File: src/core/mpo_pkg.sv
// package for the offset speed block: constants, enums and carrier structs
package mpo_pkg;

	// mode selector range
	localparam logic [2:0]  MODE_OFF      = 3'h0;
	localparam logic [2:0]  MODE_MAX      = 3'h6;
	localparam logic [2:0]  MODE_RESET    = 3'h0;

	// ramp rate range and defaults, rpm per second
	localparam logic [14:0] RATE_MAX      = 15'h7ff8;
	localparam logic [14:0] RATE_RESET    = 15'h03e8;

	// offset display range, rpm
	localparam logic signed [15:0] SPEED_MAX   = 16'sh7ffc;
	localparam logic signed [15:0] SPEED_MIN   = -16'sh7ffc;
	localparam logic signed [15:0] SPEED_RESET = 16'sh0000;

	// speed-limit and feedforward-weight reset values, percent divisor
	localparam logic [15:0] RATED_RESET   = 16'h0bb8;
	localparam logic [9:0]  PCT_RESET     = 10'h064;
	localparam logic [9:0]  WEIGHT_RESET  = 10'h064;
	localparam logic [9:0]  PCT_DIV       = 10'h064;

	// ramp tick: 1 ms at the core clock
	localparam int          CLK_HZ        = 250000000;
	localparam int          TICK_US       = 1000;
	localparam int          TICK_CYC      = CLK_HZ / 1000000 * TICK_US;
	localparam int          TICKS_PER_S   = 1000000 / TICK_US;

	// fractional accumulator width below one rpm
	localparam int          FRAC_W        = 10;

	// register map (word offsets on the plain port)
	localparam logic [3:0]  REG_MODE      = 4'h0;
	localparam logic [3:0]  REG_RAISE     = 4'h1;
	localparam logic [3:0]  REG_LOWER     = 4'h2;
	localparam logic [3:0]  REG_OFFSET    = 4'h3;
	localparam logic [3:0]  REG_RATED     = 4'h4;
	localparam logic [3:0]  REG_MAXPCT    = 4'h5;
	localparam logic [3:0]  REG_LOOP      = 4'h6;
	localparam logic [3:0]  REG_FFWEIGHT  = 4'h7;
	localparam logic [3:0]  REG_FRICTION  = 4'h8;
	localparam logic [3:0]  REG_SETPOINT  = 4'h9;
	localparam logic [3:0]  REG_FFOUT     = 4'ha;

	// loop-mode field: bits [1:0] select, bit 2 friction enable
	localparam int          LOOP_FRIC_BIT = 2;

	typedef enum logic [1:0] {
		LOOP_TORQUE,
		LOOP_SPEED,
		LOOP_POSITION
	} mpo_loop_e;

	// register-port request
	typedef struct packed {
		logic [3:0]  addr;
		logic [31:0] wdata;
		logic        wr;
		logic        rd;
	} mpo_req_s;

	// saved offset image for mains failure
	typedef struct packed {
		logic               valid;
		logic signed [15:0] speed;
	} mpo_save_s;
endpackage

File: src/core/mpo_offset_speed.sv
// offset speed block: raise/lower ramp, modes, setpoint sum, loop selection
`timescale 1ns/1ps

// Functional notes
// RQ1 - mode 0..6 selects behaviour; 0 is default and disables the offset
// RQ2 - nonzero modes ramp up on raise, down on lower, clamped to speed limit
// RQ3 - modes 2, 4, 6 zero the offset when both inputs are active
// RQ4 - modes 3 and 4 keep the offset across mains loss and restore it
// RQ5 - modes 5 and 6 zero the offset when start is withdrawn
// RQ6 - raise rate settable 0..32760 rpm/s, default 1000
// RQ7 - lower rate settable 0..32760 rpm/s, default 1000
// RQ8 - offset readable as signed rpm, -32764..32764, resets to zero
// RQ9 - setpoint output is analog base plus offset
// RQ10 - outside party assigns one input to raise, another to lower
// RQ11 - torque, speed and position loop modes are selectable
// RQ12 - speed mode runs speed and torque loops, position loop decoupled
// RQ13 - acceleration feedforward weighted by percentage, default 100
// RQ14 - optional friction torque term added to feedforward
// RQ15 - no input and no reset condition leaves the offset unchanged; code still clamps it when the speed limit drops below it
// RQ16 - steps applied on a fixed tick, rate times tick, saturating
module mpo_offset_speed (
	input  wire logic               core_clk_i,
	input  wire logic               rst_i,
	input  wire logic [3:0]         reg_addr_i,
	input  wire logic [31:0]        reg_wdata_i,
	input  wire logic               reg_wr_i,
	input  wire logic               reg_rd_i,
	output logic [31:0]             reg_rdata_o,
	input  wire logic               raise_input_i,
	input  wire logic               lower_input_i,
	input  wire logic               start_cmd_i,
	input  wire logic               mains_ok_i,
	input  wire logic signed [15:0] analog_base_input_i,
	input  wire logic signed [15:0] accel_ff_i,
	input  wire logic               save_valid_i,
	input  wire logic signed [15:0] save_speed_i,
	output logic                    save_wr_o,
	output logic signed [15:0]      save_speed_o,
	output logic signed [15:0]      offset_speed_value_o,
	output logic signed [15:0]      speed_setpoint_o,
	output logic signed [15:0]      feedforward_o,
	output logic                    torque_loop_en_o,
	output logic                    speed_loop_en_o,
	output logic                    position_loop_en_o
);

	////////////////////////////////////////////////////////////////////////////
	// state

	typedef struct packed {
		logic [2:0]         offset_mode_select;
		logic [14:0]        offset_raise_rate;
		logic [14:0]        offset_lower_rate;
		logic [15:0]        rated_motor_speed;
		logic [9:0]         max_speed_percent;
		logic [1:0]         loop_sel;
		logic               fric_en;
		logic [9:0]         feedforward_weight;
		logic [15:0]        friction_comp_torque;
		logic signed [31:0] offset_acc;
		logic [17:0]        tick_cnt;
		logic               start_q;
		logic               mains_q;
		logic               restored;
		logic [31:0]        rdata;
		logic               save_wr;
		logic signed [15:0] save_speed;
		logic signed [15:0] offset_out;
		logic signed [15:0] setpoint;
		logic signed [15:0] ff_out;
		logic               tq_en;
		logic               sp_en;
		logic               ps_en;
	} mpo_state_s;

	mpo_state_s st;
	mpo_state_s next_st;

	mpo_pkg::mpo_req_s  req;
	mpo_pkg::mpo_save_s saved;

	logic               raise_s;
	logic               lower_s;
	logic               start_s;
	logic               mains_s;
	logic               tick;
	logic signed [31:0] limit_acc;
	logic signed [31:0] up_step;
	logic signed [31:0] dn_step;
	logic signed [31:0] up_res;
	logic signed [31:0] dn_res;
	logic [31:0]        lim_rpm;
	logic signed [16:0] sum_sp;
	logic signed [31:0] ff_prod;
	logic signed [31:0] ff_sum;
	logic               mode_on;
	logic               mode_retain;
	logic               mode_both_zero;
	logic               mode_start_zero;

	assign req   = '{addr: reg_addr_i, wdata: reg_wdata_i, wr: reg_wr_i, rd: reg_rd_i};
	assign saved = '{valid: save_valid_i, speed: save_speed_i};

	////////////////////////////////////////////////////////////////////////////
	// mode decode

	// offset function enabled in modes 1 to 6
	assign mode_on         = (st.offset_mode_select != mpo_pkg::MODE_OFF); // RQ1
	// retention across mains loss in modes 3 and 4
	assign mode_retain     = (st.offset_mode_select == 3'h3)
		|| (st.offset_mode_select == 3'h4); // RQ4
	// both inputs zero the offset in modes 2, 4 and 6
	assign mode_both_zero  = (st.offset_mode_select == 3'h2)
		|| (st.offset_mode_select == 3'h4)
		|| (st.offset_mode_select == 3'h6); // RQ3
	// withdrawn start zeroes the offset in modes 5 and 6
	assign mode_start_zero = (st.offset_mode_select == 3'h5)
		|| (st.offset_mode_select == 3'h6); // RQ5

	////////////////////////////////////////////////////////////////////////////
	// pin synchronisers

	// raise, lower, start and mains pass two flops before any use
	mpo_sync u_sync_raise (
		.core_clk_i (core_clk_i),
		.rst_i      (rst_i),
		.pin_i      (raise_input_i),
		.level_o    (raise_s)
	);

	mpo_sync u_sync_lower (
		.core_clk_i (core_clk_i),
		.rst_i      (rst_i),
		.pin_i      (lower_input_i),
		.level_o    (lower_s)
	);

	mpo_sync u_sync_start (
		.core_clk_i (core_clk_i),
		.rst_i      (rst_i),
		.pin_i      (start_cmd_i),
		.level_o    (start_s)
	);

	mpo_sync u_sync_mains (
		.core_clk_i (core_clk_i),
		.rst_i      (rst_i),
		.pin_i      (mains_ok_i),
		.level_o    (mains_s)
	);

	////////////////////////////////////////////////////////////////////////////
	// limit and step arithmetic

	// speed limit = rated speed x percent / 100, capped at display range
	always_comb begin
		lim_rpm = (32'(st.rated_motor_speed) * 32'(st.max_speed_percent))
			/ 32'(mpo_pkg::PCT_DIV); // RQ2
		if (lim_rpm > 32'(mpo_pkg::SPEED_MAX)) begin
			lim_rpm = 32'(mpo_pkg::SPEED_MAX); // RQ8
		end
		limit_acc = signed'(lim_rpm << mpo_pkg::FRAC_W);
	end

	// step per tick = rate / ticks per second, in fractional rpm
	assign up_step = signed'((32'(st.offset_raise_rate) << mpo_pkg::FRAC_W)
		/ 32'(mpo_pkg::TICKS_PER_S)); // RQ6 RQ16
	assign dn_step = -signed'((32'(st.offset_lower_rate) << mpo_pkg::FRAC_W)
		/ 32'(mpo_pkg::TICKS_PER_S)); // RQ7 RQ16

	// up and down candidates, one of them taken on the tick
	mpo_sat_step u_step_up (
		.value_i  (st.offset_acc),
		.step_i   (up_step),
		.limit_i  (limit_acc),
		.result_o (up_res)
	);

	mpo_sat_step u_step_dn (
		.value_i  (st.offset_acc),
		.step_i   (dn_step),
		.limit_i  (limit_acc),
		.result_o (dn_res)
	);

	// fixed ramp tick, one cycle in every tick period
	assign tick = (st.tick_cnt == 18'(mpo_pkg::TICK_CYC - 1)); // RQ16

	// setpoint sum with saturation to display range
	always_comb begin
		sum_sp = 17'(analog_base_input_i) + 17'(st.offset_out); // RQ9
	end

	// weighted acceleration feedforward plus optional friction term
	always_comb begin
		ff_prod = (32'(accel_ff_i) * signed'(32'(st.feedforward_weight)))
			/ signed'(32'(mpo_pkg::PCT_DIV)); // RQ13
		ff_sum  = ff_prod;
		if (st.fric_en) begin
			ff_sum = ff_prod + signed'(32'(st.friction_comp_torque)); // RQ14
		end
	end

	////////////////////////////////////////////////////////////////////////////
	// next state

	// one pass builds the whole next state image
	always_comb begin
		next_st          = st;
		next_st.start_q  = start_s;
		next_st.mains_q  = mains_s;
		next_st.save_wr  = 1'b0;
		next_st.tick_cnt = tick ? '0 : st.tick_cnt + 18'h00001;

		// register writes
		if (req.wr) begin
			unique case (req.addr)
				mpo_pkg::REG_MODE: begin
					if (req.wdata[2:0] <= mpo_pkg::MODE_MAX) begin
						next_st.offset_mode_select = req.wdata[2:0]; // RQ1
					end
				end
				mpo_pkg::REG_RAISE: begin
					next_st.offset_raise_rate = (req.wdata[14:0] > mpo_pkg::RATE_MAX)
						? mpo_pkg::RATE_MAX : req.wdata[14:0]; // RQ6
				end
				mpo_pkg::REG_LOWER: begin
					next_st.offset_lower_rate = (req.wdata[14:0] > mpo_pkg::RATE_MAX)
						? mpo_pkg::RATE_MAX : req.wdata[14:0]; // RQ7
				end
				mpo_pkg::REG_RATED: next_st.rated_motor_speed = req.wdata[15:0];
				mpo_pkg::REG_MAXPCT: next_st.max_speed_percent = req.wdata[9:0];
				mpo_pkg::REG_LOOP: begin
					if (req.wdata[1:0] != 2'h3) begin
						next_st.loop_sel = req.wdata[1:0]; // RQ11
					end
					next_st.fric_en = req.wdata[mpo_pkg::LOOP_FRIC_BIT]; // RQ14
				end
				mpo_pkg::REG_FFWEIGHT: next_st.feedforward_weight = req.wdata[9:0];
				mpo_pkg::REG_FRICTION: next_st.friction_comp_torque = req.wdata[15:0];
				default: ;
			endcase
		end

		// offset ramp and reset conditions, highest priority first
		if (!mode_on) begin
			next_st.offset_acc = '0; // RQ1
		end else if (!st.restored && saved.valid && mode_retain) begin
			next_st.offset_acc = 32'(saved.speed) <<< mpo_pkg::FRAC_W; // RQ4
			next_st.restored   = 1'b1;
		end else if (raise_s && lower_s && mode_both_zero) begin
			next_st.offset_acc = '0; // RQ3
		end else if (st.start_q && !start_s && mode_start_zero) begin
			next_st.offset_acc = '0; // RQ5
		end else if (tick && raise_s && !lower_s) begin
			next_st.offset_acc = up_res; // RQ2 RQ16
		end else if (tick && lower_s && !raise_s) begin
			next_st.offset_acc = dn_res; // RQ2 RQ16
		end else if (st.offset_acc > limit_acc) begin
			next_st.offset_acc = limit_acc; // RQ2
		end else if (st.offset_acc < -limit_acc) begin
			next_st.offset_acc = -limit_acc; // RQ2
		end // RQ15

		// restore is offered once, in the first retaining cycle after reset
		if (mode_retain) begin
			next_st.restored = 1'b1;
		end

		// save image on falling mains in retaining modes
		if (st.mains_q && !mains_s && mode_retain) begin
			next_st.save_wr    = 1'b1; // RQ4
			next_st.save_speed = st.offset_out;
		end

		// registered outputs
		next_st.offset_out = 16'(st.offset_acc >>> mpo_pkg::FRAC_W); // RQ8
		if (sum_sp > 17'(mpo_pkg::SPEED_MAX)) begin
			next_st.setpoint = mpo_pkg::SPEED_MAX; // RQ9
		end else if (sum_sp < 17'(mpo_pkg::SPEED_MIN)) begin
			next_st.setpoint = mpo_pkg::SPEED_MIN;
		end else begin
			next_st.setpoint = sum_sp[15:0];
		end
		next_st.ff_out = 16'(ff_sum);
		next_st.tq_en = 1'b1; // torque loop always active
		next_st.sp_en = (st.loop_sel != 2'(mpo_pkg::LOOP_TORQUE)); // RQ11
		next_st.ps_en = (st.loop_sel == 2'(mpo_pkg::LOOP_POSITION)); // RQ12

		// register reads, data in the following cycle
		next_st.rdata = '0;
		if (req.rd) begin
			unique case (req.addr)
				mpo_pkg::REG_MODE:     next_st.rdata = 32'(st.offset_mode_select);
				mpo_pkg::REG_RAISE:    next_st.rdata = 32'(st.offset_raise_rate);
				mpo_pkg::REG_LOWER:    next_st.rdata = 32'(st.offset_lower_rate);
				mpo_pkg::REG_OFFSET:   next_st.rdata = 32'(st.offset_out); // RQ8
				mpo_pkg::REG_RATED:    next_st.rdata = 32'(st.rated_motor_speed);
				mpo_pkg::REG_MAXPCT:   next_st.rdata = 32'(st.max_speed_percent);
				mpo_pkg::REG_LOOP:     next_st.rdata = {29'h0, st.fric_en, st.loop_sel};
				mpo_pkg::REG_FFWEIGHT: next_st.rdata = 32'(st.feedforward_weight);
				mpo_pkg::REG_FRICTION: next_st.rdata = 32'(st.friction_comp_torque);
				mpo_pkg::REG_SETPOINT: next_st.rdata = 32'(st.setpoint);
				mpo_pkg::REG_FFOUT:    next_st.rdata = 32'(st.ff_out);
				default:               next_st.rdata = '0;
			endcase
		end
	end

	////////////////////////////////////////////////////////////////////////////
	// state register

	// asynchronous reset to power-on defaults
	always_ff @(posedge core_clk_i or posedge rst_i) begin
		if (rst_i) begin
			st                      <= '0;
			st.offset_mode_select   <= mpo_pkg::MODE_RESET; // RQ1
			st.offset_raise_rate    <= mpo_pkg::RATE_RESET; // RQ6
			st.offset_lower_rate    <= mpo_pkg::RATE_RESET; // RQ7
			st.rated_motor_speed    <= mpo_pkg::RATED_RESET;
			st.max_speed_percent    <= mpo_pkg::PCT_RESET;
			st.loop_sel             <= 2'(mpo_pkg::LOOP_SPEED);
			st.feedforward_weight   <= mpo_pkg::WEIGHT_RESET; // RQ13
			st.offset_out           <= mpo_pkg::SPEED_RESET; // RQ8
			st.tq_en                <= 1'b1;
			st.sp_en                <= 1'b1;
		end else begin
			st <= next_st;
		end
	end

	////////////////////////////////////////////////////////////////////////////
	// outputs

	assign reg_rdata_o          = st.rdata;
	assign save_wr_o            = st.save_wr;
	assign save_speed_o         = st.save_speed;
	assign offset_speed_value_o = st.offset_out;
	assign speed_setpoint_o     = st.setpoint;
	assign feedforward_o        = st.ff_out;
	assign torque_loop_en_o     = st.tq_en;
	assign speed_loop_en_o      = st.sp_en;
	assign position_loop_en_o   = st.ps_en;
endmodule

File: src/core/mpo_sync.sv
// two-flop synchroniser for a pin level
`timescale 1ns/1ps
module mpo_sync (
	input  wire logic core_clk_i,
	input  wire logic rst_i,
	input  wire logic pin_i,
	output logic      level_o
);
	typedef struct packed {
		logic s1;
		logic s2;
	} mpo_sync_s;

	mpo_sync_s st;
	mpo_sync_s next_st;

	// first stage is read only by the second
	always_comb begin
		next_st.s1 = pin_i;
		next_st.s2 = st.s1;
	end

	always_ff @(posedge core_clk_i or posedge rst_i) begin
		if (rst_i) begin
			st <= '0;
		end else begin
			st <= next_st;
		end
	end

	assign level_o = st.s2;
endmodule

File: src/core/mpo_sat_step.sv
// saturating signed add of a ramp step with symmetric limit
`timescale 1ns/1ps
module mpo_sat_step (
	input  wire logic signed [31:0] value_i,
	input  wire logic signed [31:0] step_i,
	input  wire logic signed [31:0] limit_i,
	output logic signed [31:0]      result_o
);
	logic signed [32:0] sum;

	// widened sum cannot wrap, then clamp to plus or minus limit
	always_comb begin
		sum = 33'(value_i) + 33'(step_i);
		if (sum > 33'(limit_i)) begin
			result_o = limit_i;
		end else if (sum < -33'(limit_i)) begin
			result_o = -limit_i;
		end else begin
			result_o = sum[31:0];
		end
	end
endmodule

File: config.mk
export PLATFORM = sky130hd
export DESIGN_NAME = mpo_offset_speed
export DESIGN_NICKNAME = d
export VERILOG_FILES = /design/src/core/mpo_pkg.sv /design/src/core/mpo_offset_speed.sv /design/src/core/mpo_sync.sv /design/src/core/mpo_sat_step.sv
export SDC_FILE = /design/constraint.sdc
export NUM_CORES = 2
export LEC_CHECK = 0
export BUFFER_PORTS_ARGS = -buffer_cell sky130_fd_sc_hd__buf_4
export CAP_MARGIN = 10
export CORE_AREA = 2 2 375 377
export CTS_CLUSTER_SIZE = 8
export DETAILED_ROUTE_END_ITERATION = 12
export DIE_AREA = 0 0 377 379
export GPL_TIMING_DRIVEN = 0
export PLACE_DENSITY_LB_ADDON = 0.25
export SLEW_MARGIN = 20
export SYNTH_ARGS = -nofsm -noshare
export SYNTH_HDL_FRONTEND = slang
export SYNTH_SLANG_ARGS = --single-unit
File: constraint.sdc
create_clock -name core_clk_i -period 32.2 [get_ports core_clk_i]
set_input_delay 4.83 -clock core_clk_i [delete_from_list [all_inputs] [get_ports core_clk_i]]
set_output_delay 4.83 -clock core_clk_i [all_outputs]
set_load 0.01 [all_outputs]
* Word level (Yosys, flattened, before mapping) *
Index checks and enable logic that the tools add are counted.

word-level totals
  flip-flop bits (word level) = 248
  input port bits = 93
  output and inout port bits = 100
  logic and storage cells = 134

cells by class
  add/sub/neg operators = 8
  multiply operators = 2
  divide/modulo/power cells = 4
  $lt $le $gt $ge = 11
  equal/unequal tests = 19
  muxes and demuxes = 24
  reduce and logical (&&, ||, !) cells = 36

operators by type and width
  kind                                                             number
  two-way mux 32 bit                                               13
  case mux 32 bit (11 select lines)                                1
  adder 32 x 32 -> 33 bit                                          2
  greater-than comparator 33 x 32 -> 1 bit                         2
  < comparator 33 bit                                              2
  divider 25 x 10 -> 32 bit, second input constant                 2
  negator 32 bit                                                   2
  two-way mux 16 bit                                               3
  negator 32 -> 33 bit                                             1
  divider 26 x 7 -> 32 bit, second input constant                  1
  divider 32 x 8 -> 32 bit, second input constant                  1
  greater-than comparator 32 x 15 -> 1 bit, second input constant  1
  greater-than comparator 32 bit                                   1
  < comparator 32 bit                                              1
  multiplier 16 x 11 -> 27 bit                                     1
  multiplier 16 x 10 -> 26 bit                                     1
  two-way mux 22 bit                                               1
  adder 18 x 1 -> 18 bit, second input constant                    1
  equality test 18 bit, second input constant                      1
  two-way mux 18 bit                                               1
  adder 16 x 16 -> 17 bit                                          1
  greater-than comparator 17 x 16 -> 1 bit, second input constant  1
  < comparator 17 x 16 -> 1 bit, second input constant             1
  two-way mux 17 bit                                               1
  other kinds (22)                                                 61

* Depth between registers and ports, before layout *
  depth after elaboration = 14
  mapped depth = 118
  mapped depth without buffers = 108

* Modules after synthesis *
A second synthesis with hierarchy kept.

second synthesis, totals
  cell total of the unflattened synthesis = 6774
  area total of the unflattened synthesis = 52550.4 um^2

modules (own cells, without submodules)
  module                    instances  cells each  area an instance (um^2)  seq. area each (um^2)
  mpo_offset_speed          1          5478        43427.9                  5664.2
  mpo_sat_step (u_step_dn)  1          657         4506.8                   0.0
  mpo_sat_step (u_step_up)  1          627         4400.5                   0.0
  mpo_sync                  4          3           53.8                     50.0

* Least setup slack after synthesis *
OpenSTA, ideal clock, no wires.

  path type = input to register
  from = input port accel_ff_i[3]
  to = register st, in the netlist feedforward_o[15]
  setup time = 125 ps
  arrival time = 25415 ps
  required time = 32075 ps
  slack = 6660 ps
  cell stages on the path = 88
  buffers on the path = 4
  cells stage by stage = clkbuf_1 -> and2_1 -> fa_1 -> inv_1 -> fa_1 -> inv_1 -> fa_1 -> fa_1 -> inv_1 -> fa_1 -> inv_1 -> ha_1 -> a211oi_1 -> a221oi_1 -> a21boi_1 -> o21bai_1 -> xnor2_1 -> and3_1 -> [52 not listed] -> a21o_1 -> a21o_1 -> a21o_1 -> a21oi_1 -> o21bai_1 -> a21oi_1 -> o21bai_1 -> a21oi_1 -> o21bai_1 -> a21oi_1 -> o21bai_1 -> a21oi_1 -> o21bai_1 -> a21oi_1 -> xnor2_1 -> nand2_1 -> xnor2_1 -> xnor2_1

between the ends
  cells in the longest elaborated chain, start to end = 4

RTL lines
  element                           RTL line                 source
  from (decl)                       mpo_offset_speed.sv:34   input wire logic signed [15:0] accel_ff_i,
  multiplier 16 x 11 -> 27 bit (*)  mpo_offset_speed.sv:196  ff_prod = (32'(accel_ff_i) * signed'(32'(st.feedforward_weight)))
  divider 32 x 8 -> 32 bit (*)      mpo_offset_speed.sv:197  / signed'(32'(mpo_pkg::PCT_DIV));
  adder 16 bit                      mpo_offset_speed.sv:200  ff_sum = ff_prod + signed'(32'(st.friction_comp_torque));
  two-way mux 16 bit (*)            mpo_offset_speed.sv:199  if (st.fric_en) begin
  named net ff_sum[15]              mpo_offset_speed.sv:95   logic signed [31:0] ff_sum;
  to (signal assigned)              mpo_offset_speed.sv:328  st <= next_st;
  to (decl)                         mpo_offset_speed.sv:76   mpo_state_s st;

The timed path passes the listed nets; every way through them passes the cells marked *.
A chain may end at the register's enable or synchronous reset.

* Worst setup path in the final report *
  from = register st[217] (netlist bit)
  to = register st, in the netlist next_st[38]

between the ends
  cells in the longest elaborated chain, start to end = 12
  elaborated cells between the ends (all ways) = 13
  classes of those cells = add/sub (2); div (1); order compare (2); mux (8)

RTL lines
  element                        RTL line                 source
  divider 25 x 10 -> 32 bit (*)  mpo_offset_speed.sv:169  / 32'(mpo_pkg::TICKS_PER_S));
  negator 32 bit (*)             mpo_offset_speed.sv:168  assign dn_step = -signed'((32'(st.offset_lower_rate) << mpo_pkg::FRAC_W)
  adder 32 x 32 -> 33 bit (*)    mpo_sat_step.sv:13       sum = 33'(value_i) + 33'(step_i);
  < comparator 33 bit            mpo_sat_step.sv:16       end else if (sum < -33'(limit_i)) begin
  two-way mux 32 bit             mpo_sat_step.sv:16
  two-way mux 32 bit (*)         mpo_sat_step.sv:14       if (sum > 33'(limit_i)) begin
  two-way mux 32 bit (*)         mpo_offset_speed.sv:257  end else if (tick && lower_s && !raise_s) begin
  two-way mux 32 bit (*)         mpo_offset_speed.sv:255  end else if (tick && raise_s && !lower_s) begin
  two-way mux 32 bit (*)         mpo_offset_speed.sv:253  end else if (st.start_q && !start_s && mode_start_zero) begin
  two-way mux 32 bit (*)         mpo_offset_speed.sv:251  end else if (raise_s && lower_s && mode_both_zero) begin
  two-way mux 32 bit (*)         mpo_offset_speed.sv:248  end else if (!st.restored && saved.valid && mode_retain) begin
  two-way mux 32 bit (*)         mpo_offset_speed.sv:246  if (!mode_on) begin

Mark *: on every way between the ends. The rest lies on a longest branch, timed or not.

==> impl_metrics.ini <==
[outcome]
outcome = completed

[cts]
cts_buffer_depth = 3
cts_buffers = 36
cts_tree = yes
post_cts_buffers = 0
cts_resized = 0
cts_max_level = 2
cts_hold_buffers = 0
numClockSinks = 233
cts_root_buf = clkbuf_16
path_clk_slew_ns = 0.06
insertion_delay_ns = 0.59

[worst_setup_path]
cp_data_arrival_time_ns = 29.88
r2r_setup_slack_ns = 2.70
path_common_cell = a21oi_1
path_max_fanout = 10
slowest_delay_ns = 0.76
end_kind = flip-flop
rr_startpoint = st[217]
critical_path_class = reg2reg
reg2reg_depth = 111
start_kind = flip-flop
crit_slowest_cell = nor2_1
reg2reg_to = next_st[38]
required_ns = 32.58

[place]
dp_hpwl_um = 136000
io_buffers = 154
finalWeightedCongestion = 0.933

[sta]
finalHoldViolCount = 0
slew_headroom_pct = 17.5
tightest_slew_ns = 1.23
fin_crit_ns = 29.50
fin_tns_setup_ns = 0
fmax_mhz = 33.9
hold_ws_ns = 0.346
slew_viol_final = 0
setup_violations = 0
period_share_pct = 91.6
skew_ns = 0.0319
rsz0062_at_grt = false

[global_route]
grt_usage_pct = 23.0
grt_max_degree = 89
grt_pass1_wl_um = 265000
overflow = 0
grt_antenna_before_repair = 4
grt_pass1_vias = 46220

[die]
dieWidth_um = 377
rows = 137
pin_count = 193
die-height_um = 379
core_area_mm2 = 0.139
start_util_pct = 34.8
die_area_mm2 = 0.143

[routing]
drc = 0
drt-pass1-iter-count = 10
vias = 48787
wl_per_cell_um = 20.3
drt_iter0_markers = 5261
ant_nets = 0
vias_per_cell = 5.87
routed_wl_um = 169000

[logic_synthesis]
synth_ff_type = dfrtp_1
async_flop_share_pct = 100
yosysUniqueCellTypes = 147
syn_area_mm2 = 0.0484
syn_area_per_cell_um2 = 7.72
postSynthCellCount = 6269
yosysWarnings = 0
synth_edf_count = 0
ys_seq_elements = 233
yosysSeqAreaShare_pct = 12.1

[layout]
fin_nets = 7185
syn_to_final_growth_pct = 9.55
drive_gt1_share_pct = 10.5

[min_path]
hold_end = u_sync_start.level_o
min-delay-path-class = reg2reg
min_from = u_sync_start.next_st[0]
hold_depth = 0

[flow_run]
maxCapViolCount = 0
==> per-stage QoR <==
| step | cell area, µm² | worst slack [ns] | util (%) | instances |
|---|---|---|---|---|
| 4_1_cts | 53000 | 3.24 | 38.2 | 8310 |
| 3_3_place_gp | 51900 | 3.01 | 37.4 | 8245 |
| 2_1_floorplan | 48400 | 6.66 | - | 6284 |
| 5_1_grt | 53000 | 0.00889 | 38.2 | 8310 |
| 3_5_place_dp | 51900 | 2.94 | 37.4 | 8247 |
| 6_report | 53000 | 2.70 | 38.2 | 8316 |
==> worst max-delay path: cells and delay by family (launching register included) <==
family                     cells  cell delay, ns
AOI/OAI and AO/OA             56           13.02
and+or+nand+nor               29            9.00
buffers and inverters         13            2.75
adders and majority gates      9            2.74
muxes                          2            0.73
DFF                            1            0.54
xor gates and xnor gates       2            0.47
==> metal layers <==
layer  track usage [%]  wire length [µm]  up-vias
met4              5.74              4720        2
met1              33.2             78900    23564
met2              34.9             71500     1844
met3              4.25             14000      273
li1                  -                 -    23104
met5                 0                20        -
==> state kept, by name (all words and copies together), names as in the netlist, 16 cells and up <==
signal / flops
reg_rdata_o: 17
feedforward_o: 16
st: 125
save_speed_o: 16
offset_speed_value_o: 16
speed_setpoint_o: 16
next_st: 16
==> logic make-up after synthesis <==
logic type / share of synthesized area (%)
and+or+nand+nor: 22.7
AOI/OAI and AO/OA: 26.4
buffers and inverters: 7.63
adders and majority gates: 20.3
xor gates and xnor gates: 6.89
DFF: 12.1
muxes: 3.96
other: 0.00775
==> layout by cell type, fill, tap and decap left out, drive strengths merged, types with 23 or more instances in the layout <==
master   Yosys  layout
or2         51      51
xnor2      292     292
ha         355     355
o31ai       49      49
and3        55      55
a21o        84      84
o211ai      79      79
nand3      159     159
a31oi       93      93
or3         51      51
a221oi      33      33
o21bai      75      75
o22ai       44      44
a2111oi     25      25
a21oi      419     419
nor2b       56      56
dfrtp      206     206
o21a        42      42
nor2       445     445
a211o       27      27
nand2b      72      72
xor2        86      86
nor4        71      71
nor3       196     196
o211a       24      24
buf        183     339
nor3b       23      23
clkbuf     183     240
mux2i       62      62
dfstp       27      27
o21ai      328     328
inv        463     465
and2       222     222
o221ai      23      23
nand4       84      84
a22oi       56      56
nand2      644     644
mux2       114     114
fa         259     259
a211oi      66      66
==> cell type report <==
class | count | area [µm²]
Clock buffer | 57 | 1000
Sequential cell | 233 | 5860
Clock inverter | 6 | 60.1
Inverter | 469 | 1770
Timing Repair Buffer | 156 | 1210
Antenna cell | 6 | 15.0
Tap cell | 1807 | 2260
Multi-Input combinational cell | 5214 | 38900
Buffer | 368 | 1930
Fill cell | 14547 | 85800
==> synthesized netlist by cell type, types with 62 or more instances <==
cell type,count,share of area (%)
o21ai_0,292,3.0
o211ai_1,76,1.2
a31oi_1,90,1.2
inv_1,459,3.6
buf_4,118,1.8
nor2_1,441,3.4
mux2i_1,62,1.3
nand3_1,158,1.6
o21bai_1,73,1.1
and2_1,218,2.8
nor4_1,66,0.85
a211oi_1,62,0.96
clkbuf_1,180,1.4
mux2_2,109,2.5
a21oi_1,409,4.2
nand2_1,643,5.0
xnor2_1,289,5.2
ha_1,355,9.2
nor3_1,182,1.9
a21o_1,83,1.3
nand4_1,84,1.1
nand2b_1,72,0.93
fa_1,259,11
dfrtp_1,206,11
xor2_1,86,1.6
==> worst max-delay path by stage <==
stage	from	to	slack (ns)	depth (start not counted)
after detailed placement	accel_ff_i[15]	feedforward_o[15]	2.94	87
after global routing	st[217]	st[125]	0.009	112
after floorplan	accel_ff_i[3]	feedforward_o[15]	6.66	88
after global placement	accel_ff_i[8]	feedforward_o[15]	3.01	87
after CTS	st[217]	st[125]	3.24	109
final	st[217]	next_st[38]	2.70	111
Power is left out: the tool's default activity adds up to more than one toggle a clock period on the data nets, which glitch-free logic cannot reach.
